**src/verilog/tdm_pkg.sv**
```systemverilog
/*
 * Constants for one channel's transmit line driver and drive monitor:
 * silence limit, counter width and reset values.
 * Assumes a single system clock; the bit period arrives as an enable pulse.
 */
// Notes on behaviour
// - positive pulse: tip above ring
// - negative pulse: tip below ring
// - enable zero: tip and ring high impedance
// - fault high after 128 silent bit periods
// - fault low after pulse within 128 periods
// - internal monitoring ignores external monitor inputs
`default_nettype none
package tdm_pkg;
    localparam int TDM_CNT_W = 8;
    // bit periods of silence before the fault is raised
    localparam logic [TDM_CNT_W-1:0] TDM_SILENT_LIMIT = 8'h80;
    localparam logic [TDM_CNT_W-1:0] TDM_CNT_RST = 8'h00;
    localparam logic [TDM_CNT_W-1:0] TDM_CNT_ONE = 8'h01;
    localparam logic TDM_FAULT_RST = 1'h0;
    localparam logic TDM_OE_RST = 1'h0;
    localparam logic TDM_LINE_RST = 1'h0;
    localparam logic [2:0] TDM_SYNC_RST = 3'h0;
endpackage
`default_nettype wire

```
**src/verilog/tdm_transmit_drive_monitor.sv**
```systemverilog
/*
 * One channel transmit line driver and transmit drive monitor.
 * Drives tip/ring levels from dual-rail pulses, tri-states the pair
 * while the transmitter output enable is low, and raises the drive
 * fault output after a run of bit periods with no bipolar activity.
 * Assumes i_bit_en pulses once per line bit period on i_sys_clk, and
 * that i_tx_pos, i_tx_neg and i_monitor_internal come from logic on the
 * same clock. Enable and monitor pins are asynchronous.
 */
`timescale 1ns/1ps
`default_nettype none
module tdm_transmit_drive_monitor
    import tdm_pkg::*;
(
    input wire logic i_sys_clk,
    input wire logic i_rst,
    input wire logic i_bit_en,
    input wire logic i_tx_pos,
    input wire logic i_tx_neg,
    input wire logic i_transmitter_output_enable,
    input wire logic i_monitor_internal,
    input wire logic i_monitor_in_tip,
    input wire logic i_monitor_in_ring,
    output logic o_line_out_tip,
    output logic o_line_out_ring,
    output logic o_line_out_oe,
    output logic o_drive_fault_out
);

    // pin synchronisers, index 0 is the first stage
    logic [2:0] en_sync;
    logic [2:0] mtip_sync;
    logic [2:0] mring_sync;
    logic [2:0] next_en_sync;
    logic [2:0] next_mtip_sync;
    logic [2:0] next_mring_sync;

    // settled copies of the external monitor pins
    logic ext_tip;
    logic ext_ring;
    logic next_ext_tip;
    logic next_ext_ring;

    // line driver state
    logic next_oe;
    logic next_tip;
    logic next_ring;

    // monitor state
    logic [TDM_CNT_W-1:0] silent_cnt;
    logic [TDM_CNT_W-1:0] next_silent_cnt;
    logic next_fault;
    logic int_activity;
    logic ext_activity;
    logic activity;

    // ---------------- input synchronisers ----------------
    always_comb begin
        next_en_sync = {en_sync[1:0], i_transmitter_output_enable};
        next_mtip_sync = {mtip_sync[1:0], i_monitor_in_tip};
        next_mring_sync = {mring_sync[1:0], i_monitor_in_ring};
        next_ext_tip = ext_tip;
        next_ext_ring = ext_ring;
        // a change counts once stages two and three agree
        if (mtip_sync[1] == mtip_sync[2]) begin
            next_ext_tip = mtip_sync[2];
        end
        if (mring_sync[1] == mring_sync[2]) begin
            next_ext_ring = mring_sync[2];
        end
    end

    always_ff @(posedge i_sys_clk) begin
        if (i_rst) begin
            en_sync <= TDM_SYNC_RST;
            mtip_sync <= TDM_SYNC_RST;
            mring_sync <= TDM_SYNC_RST;
            ext_tip <= TDM_LINE_RST;
            ext_ring <= TDM_LINE_RST;
        end else begin
            en_sync <= next_en_sync;
            mtip_sync <= next_mtip_sync;
            mring_sync <= next_mring_sync;
            ext_tip <= next_ext_tip;
            ext_ring <= next_ext_ring;
        end
    end

    // ---------------- line driver ----------------
    always_comb begin
        next_oe = o_line_out_oe;
        if (en_sync[1] == en_sync[2]) begin
            next_oe = en_sync[2];
        end
        next_tip = o_line_out_tip;
        next_ring = o_line_out_ring;
        if (!next_oe) begin
            // pair released to high impedance, levels parked low
            next_tip = 1'h0;
            next_ring = 1'h0;
        end else if (i_bit_en) begin
            // both rails at once is not a legal symbol: send a zero
            next_tip = i_tx_pos && !i_tx_neg;
            next_ring = i_tx_neg && !i_tx_pos;
        end
    end

    always_ff @(posedge i_sys_clk) begin
        if (i_rst) begin
            o_line_out_oe <= TDM_OE_RST;
            o_line_out_tip <= TDM_LINE_RST;
            o_line_out_ring <= TDM_LINE_RST;
        end else begin
            o_line_out_oe <= next_oe;
            o_line_out_tip <= next_tip;
            o_line_out_ring <= next_ring;
        end
    end

    // ---------------- drive monitor ----------------
    always_comb begin
        // bipolar activity: the pair differs, either polarity
        int_activity = o_line_out_oe && (o_line_out_tip != o_line_out_ring);
        ext_activity = ext_tip != ext_ring;
        // external pins play no part under internal monitoring
        activity = i_monitor_internal ? int_activity
                                      : ext_activity;
        next_silent_cnt = silent_cnt;
        if (activity) begin
            next_silent_cnt = TDM_CNT_RST;
        end else if (i_bit_en && silent_cnt != TDM_SILENT_LIMIT) begin
            next_silent_cnt = silent_cnt + TDM_CNT_ONE;
        end
        next_fault = (next_silent_cnt == TDM_SILENT_LIMIT);
    end

    always_ff @(posedge i_sys_clk) begin
        if (i_rst) begin
            silent_cnt <= TDM_CNT_RST;
            o_drive_fault_out <= TDM_FAULT_RST;
        end else begin
            silent_cnt <= next_silent_cnt;
            o_drive_fault_out <= next_fault;
        end
    end
endmodule
`default_nettype wire
```
**config.mk**
```make
export PLATFORM = sky130hd
export DESIGN_NAME = tdm_transmit_drive_monitor
export DESIGN_NICKNAME = d
export VERILOG_FILES = /design/src/verilog/tdm_pkg.sv /design/src/verilog/tdm_transmit_drive_monitor.sv
export SDC_FILE = /design/constraint.sdc
export NUM_CORES = 1
export LEC_CHECK = 0
export BUFFER_PORTS_ARGS = -buffer_cell sky130_fd_sc_hd__buf_2
export CAP_MARGIN = 20
export CORE_MARGIN = 1
export CORE_UTILIZATION = 41
export DETAILED_ROUTE_END_ITERATION = 12
export SYNTH_ARGS = -nofsm -noshare
export SYNTH_HDL_FRONTEND = slang
export SYNTH_SLANG_ARGS = --single-unit
```
**constraint.sdc**
```tcl
create_clock -name i_sys_clk -period 3.73 [get_ports i_sys_clk]
set_input_delay 0.9325 -clock i_sys_clk [delete_from_list [all_inputs] [get_ports i_sys_clk]]
set_output_delay 0.9325 -clock i_sys_clk [all_outputs]
set_load 0.005 [all_outputs]
```
==> results of run 1 <==
[per-layer routing]
| layer | share of wire, % | vias up | track usage, % |
|---|---|---|---|
| li1 | - | 392 | - |
| met1 | 52 | 339 | 21.2 |
| met2 | 42 | 13 | 22.3 |
| met3 | 3.4 | 5 | 3.51 |
| met4 | 2.2 | 0 | 6.76 |
| met5 | 0 | - | 0 |
[power breakdown]
part           internal [mW]  switching [mW]
Sequential             0.252         0.00558
Clock                 0.0409          0.0775
Combinational         0.0178          0.0198
[critical path: stages, from the launching register on]
cell	delay (ns)
dfxtp_1	0.47
inv_1	0.10
ha_1	0.19
or4b_4	0.22
o21ai_4	0.08
or3_1	0.39
a2111oi_2	0.36
[final timing paths]
kind | endpoint | cells after the start | slack, ns | from
worst max-delay path | o_drive_fault_out$_SDFF_PP0_ | 6 | 1.83 | silent_cnt[0]$_SDFF_PP0_
worst max register to register | o_drive_fault_out$_SDFF_PP0_ | 6 | 1.83 | silent_cnt[0]$_SDFF_PP0_
worst min register to register | mtip_sync[1]$_SDFF_PP0_ | 1 | 0.45 | mtip_sync[0]$_SDFF_PP0_
worst min-delay path | mtip_sync[1]$_SDFF_PP0_ | 1 | 0.45 | mtip_sync[0]$_SDFF_PP0_
[cells by family after synthesis]
group	after synthesis
compound gates	17
xor+xnor	10
fa+ha+maj	2
buf+inv	8
flops	23
mux	1
simple gates	47
[per-stage QoR]
step	instances	setup WS, ns	instance area, um2	utilization [%]	power [mW]
2_1_floorplan	108	1.77	1010	-	0.291
3_3_place_gp	144	1.62	1080	47.7	0.300
3_5_place_dp	144	1.59	1080	47.7	0.301
4_1_cts	148	1.82	1110	49.0	0.420
5_1_grt	148	1.68	1110	49.0	0.439
6_report	148	1.83	1110	49.0	0.414
[sequential cells by signal (all words and copies together) (netlist names)]
register,flops
mring_sync,3
silent_cnt,8
ext_ring,1
ext_tip,1
o_line_out_ring,1
en_sync,3
mtip_sync,3
o_drive_fault_out,1
o_line_out_oe,1
o_line_out_tip,1
[layout make-up]
| cell class | count | share of cell area (%) |
|---|---|---|
| inverter | 4 | 1.35 |
| clock buffer | 3 | 2.02 |
| sequential | 23 | 41.3 |
| clock inverter | 1 | 0.673 |
| tap | 28 | 3.14 |
| timing repair buffer | 12 | 5.39 |
| multi-input combinational | 77 | 46.1 |
[cell usage in the layout (no fill, tap or decap)]
cell type / count
o21ai_4: 1
buf_2: 12
and4_1: 2
nand2_1: 9
a211oi_2: 1
a21oi_1: 5
ha_1: 2
nor2_1: 10
or3_1: 1
nor2b_1: 9
o221ai_1: 1
o2111a_1: 1
or4b_4: 1
xor2_1: 5
o21ai_0: 3
or3b_2: 1
nand4_1: 2
dfxtp_1: 23
o32ai_1: 1
and2_1: 2
a31oi_1: 1
xnor2_1: 5
nand3b_1: 2
o211ai_1: 1
a2111oi_2: 1
nand3_1: 4
inv_1: 4
mux2i_1: 1
clkbuf_4: 3
clkinvlp_4: 1
o22ai_1: 1
nand2b_1: 4
==> impl_metrics.ini, run 1 <==
[die]
start_util_pct = 44.5
chipWidth_um = 51.7
core.rowCount = 17
die-area_um2 = 2670
die_y_um = 51.7
core_area_um2 = 2280
io-pin-count = 13

[synth]
synthAdderAreaFrac_pct = 2.47
synthFlopType = dfxtp_1
synthTopCellsByArea = dfxtp_1 (45%), nor2b_1 (5.6%), xnor2_1 (4.3%), xor2_1 (4.3%), nor2_1 (3.7%)
synth_common_cells = dfxtp_1 (23), nor2_1 (10), nand2_1 (9), nor2b_1 (9)
synth_edf_count = 0
ys_warn_count = 0
post-synth-top-count-cell = dfxtp_1
yosysTopAreaCellShare_pct = 45.4
synth_compound_area_share_pct = 13.1
synth.distinct_cells = 32
synth_top_family_by_area = simple AND/OR/NAND/NOR gates
postSynthCellCount = 108
async_flop_share_pct = 0
yosysTopAreaCell = dfxtp_1
syn_area_um2 = 1010
syn_nets = 119
yosys.area_share.xor_xnor_pct = 8.64
yosysSeqAreaShare_pct = 45.4
yosys.area_share.simple_pct = 25.6
synthMuxAreaShare_pct = 0.988
syn_avg_cell_area_um2 = 9.38
ys_ff_latch = 23

[cells_and_area]
multi_input_area_um2 = 514
fillers = 209
diodes = 0
seq_area_um2 = 460
fin_nets = 132
drive_above_1_share_pct = 17.5
synthToLayoutAreaGrowth_pct = 10.0

[detailed_routing]
detail_route.wirelength_mm = 1.65
wl_per_cell_um = 11.1
vias = 749
route.detailed.drc = 0
drtIter0Drc = 7
drtPass1Iterations = 4
drtAntennaViolNets = 0
vias_per_cell = 5.06

[power_and_ir_drop]
ir_drop_mv = 0.248
p_per_area_nw_per_um2 = 371
leakage_nw = 0.428

[setup_path]
crit_path_start_kind = flip-flop
worstSetupPathType = flip-flop to flip-flop
cp_data_arrival_time_ns = 2.12
cp.required_ns = 3.95
crit_path_end_kind = flip-flop
critical_path.max_fanout = 8

[timing]
setup_viol = 0
final-max-slew-violation-count = 0
whs_ns = 0.450
relSlewSlack_pct = 51.9
finalHoldViolCount = 0
finalCritPeriodShare_pct = 50.9
min_period_ns = 1.90
rsz0062_at_grt = no
fin_worst_skew_ns = 0.00221
tns_ns = 0
worst_pin_slew_ns = 0.722
fmax_mhz = 527

[clock_tree]
cts_setup_buffers = 0
cts.hold.buffers_added = 0
clock-root-buffer = clkbuf_4
clockBufferDepth = 2
ctsResizeCount = 0
clk-insertion-delay-late_ns = 0.31
cts_tree = built
cts_buffers = 3
clk_pin_slew_ns = 0.13
htree_levels = 1
cts.sink_count = 23

[global_route]
antenna_found_initial = 0
overflow = 0
grt_usage_pct = 15.2
grt_max_degree = 15
grt_pass1_vias = 683
grt_pass1_wl_mm = 2.96

[job]
cap_violations = 0

[placement]
gp_congestion = 0.832
port_buffers = 12
place_hpwl_mm = 1.18

[status]
status = completed

[worst_hold_path]
min_path_type = flip-flop to flip-flop
(Power assumes the default switching activity.)
==> run 2, diff against run 1 <==
Clock period 3.73 ns to 1.75 ns, I/O delays scaled along.
==> run 2 against run 1 <==
Net effect:
- critical path depth rose by 1
- wire length rose by 5.5%
- combinational power rose to 3.1 times the previous value
- critical endpoint is now silent_cnt[1]$_SDFF_PP0_
- sequential share of layout area fell by 2.8 points
- power rose by 120%
- register-to-register slack got worse by 1.8 ns
- first-iteration DRC count rose by 110%
- largest cell class unchanged
- die area did not move
- via count rose by 1.7%
- cell count rose by 4.7%
- final area rose by 8.0%
==> impl_metrics.ini, run 2 (synthesized netlist as in run 1, its figures left out) <==
[timing]
setup_viol = 0
final-max-slew-violation-count = 0
fin_worst_skew_ns = 0.00209
finalHoldViolCount = 0
rsz0062_at_grt = yes
relSlewSlack_pct = 78.5
fmax_mhz = 575
worst_pin_slew_ns = 0.322
tns_ns = 0
finalCritPeriodShare_pct = 99.4
min_period_ns = 1.74

[detailed_routing]
drtIter0Drc = 15
drtAntennaViolNets = 0
wl_per_cell_um = 11.2
vias = 762
drtPass1Iterations = 4
route.detailed.drc = 0
detail_route.wirelength_mm = 1.74
vias_per_cell = 4.92

[global_route]
grt_pass1_wl_mm = 2.92
grt_pass1_vias = 682
grt_max_degree = 15
antenna_found_initial = 0
grt_usage_pct = 15.1
overflow = 0

[cells_and_area]
diodes = 0
layout_commonest_cell = dfxtp_1
largest_reg_flops = 8
seq_area_um2 = 463
regMostFlops = silent_cnt
fin_nets = 139
final_cell_mix = dfxtp_1 (21), buf_2 (12), nor2_1 (10)
post-route-util_pct = 52.9
final_cells = 155
multi_input_area_um2 = 544
drive_above_1_share_pct = 27.6
fillers = 229
synthToLayoutAreaGrowth_pct = 18.8

[clock_tree]
cts.hold.buffers_added = 0
cts_buffers = 3
clk-insertion-delay-late_ns = 0.31
clock-root-buffer = clkbuf_4
clk_pin_slew_ns = 0.13
cts_tree = built
clockBufferDepth = 2
htree_levels = 1
cts.sink_count = 23

[placement]
port_buffers = 12
dp_cells = 150
place_hpwl_mm = 1.24
gp_congestion = 0.911

[setup_path]
rrSetupSlack_ns = 0.01
crit_path_end_kind = flip-flop
critical_path.max_fanout = 4
crit_path_start_kind = flip-flop
worstSetupPathType = flip-flop to flip-flop
crit_start = silent_cnt[0]$_SDFF_PP0_
rr_worst_depth = 7
cp.required_ns = 1.97
cp_data_arrival_time_ns = 1.96
reg2reg_to = silent_cnt[1]$_SDFF_PP0_
timing.rr.start = silent_cnt[0]$_SDFF_PP0_

[die]
core.rowCount = 17
io-pin-count = 13
die_y_um = 51.7
die-area_um2 = 2670
start_util_pct = 44.5
core_area_um2 = 2280
chipWidth_um = 51.7

[status]
status = completed

[power_and_ir_drop]
finalPower_mw = 0.914
ir_drop_mv = 0.595
leakage_nw = 0.464
p_per_area_nw_per_um2 = 759

[worst_hold_path]
min_from = i_monitor_in_tip
min_path_type = primary input to flip-flop
worst_hold_path.endpoint = mtip_sync[0]$_SDFF_PP0_
worstHoldPathCells = 2

[job]
cap_violations = 0
==> run 2: changes by cell type in the layout (fill, tap and decap cells not counted), moves of 2 or more <==
cell and delta:
buf_4 +6, dfxtp_1 -2, dfxtp_2 +2, ha_1 -2
inv_1 -2, inv_2 +2
==> run 2: area by class of cell <==
| cell class | instances | share of cell area (%) |
|---|---|---|
| clock buffer | 3 | 1.87 |
| clock inverter | 1 | 0.624 |
| inverter | 4 | 1.25 |
| multi-input combinational | 77 | 45.2 |
| sequential | 23 | 38.5 |
| tap | 28 | 2.91 |
| timing repair buffer | 19 | 9.67 |
==> run 2: metrics by stage <==
step | instance area [um2] | hold slack, ns | worst slack (ns)
global route | 1200 | 0.310 | -0.0815
CTS | 1160 | 0.310 | 0.00948
floorplan | 1010 | 0.414 | 0.0152
finish | 1200 | 0.324 | 0.0103
detailed placement | 1130 | 0.428 | 0.0485
global placement | 1130 | 0.417 | 0.0952
==> run 2: how the worst max path moves through the flow <==
stage	end	slack [ns]	cells after the start
after floorplan	o_drive_fault_out$_SDFF_PP0_	0.02	6
after global placement	o_drive_fault_out$_SDFF_PP0_	0.1	6
after detailed placement	o_drive_fault_out$_SDFF_PP0_	0.05	6
after CTS	o_drive_fault_out$_SDFF_PP0_	0.009	6
after global routing	silent_cnt[1]$_SDFF_PP0_	-0.08	7
final	silent_cnt[1]$_SDFF_PP0_	0.01	7
==> run 2: routing by layer <==
layer	track usage [%]	part of all wire, %	vias to the layer above
met5	0	0	-
met4	5.41	0.58	0
met1	18.8	48	335
li1	-	-	405
met2	23.4	46	19
met3	6.14	4.7	3
==> run 2: where the power goes <==
group	switching, mW	internal (mW)	total (mW)
registers	0.00591	0.538	0.544
logic	0.0610	0.0566	0.118
clock network	0.165	0.0873	0.252
==> run 2: critical path, stage by stage (launching register included) <==
cell and delay [ns]:
dfxtp_2 0.35, inv_2 0.07, ha_4 0.11, or4b_4 0.48
o21ai_4 0.23, buf_6 0.14, mux2i_1 0.22, nor2_1 0.05
==> run 2: timing repair <==
item | 4_1_cts | 5_1_grt
resized for setup | 0 | 10
endpoints found under the setup margin | 0 | 2
setup buffers | 0 | 1
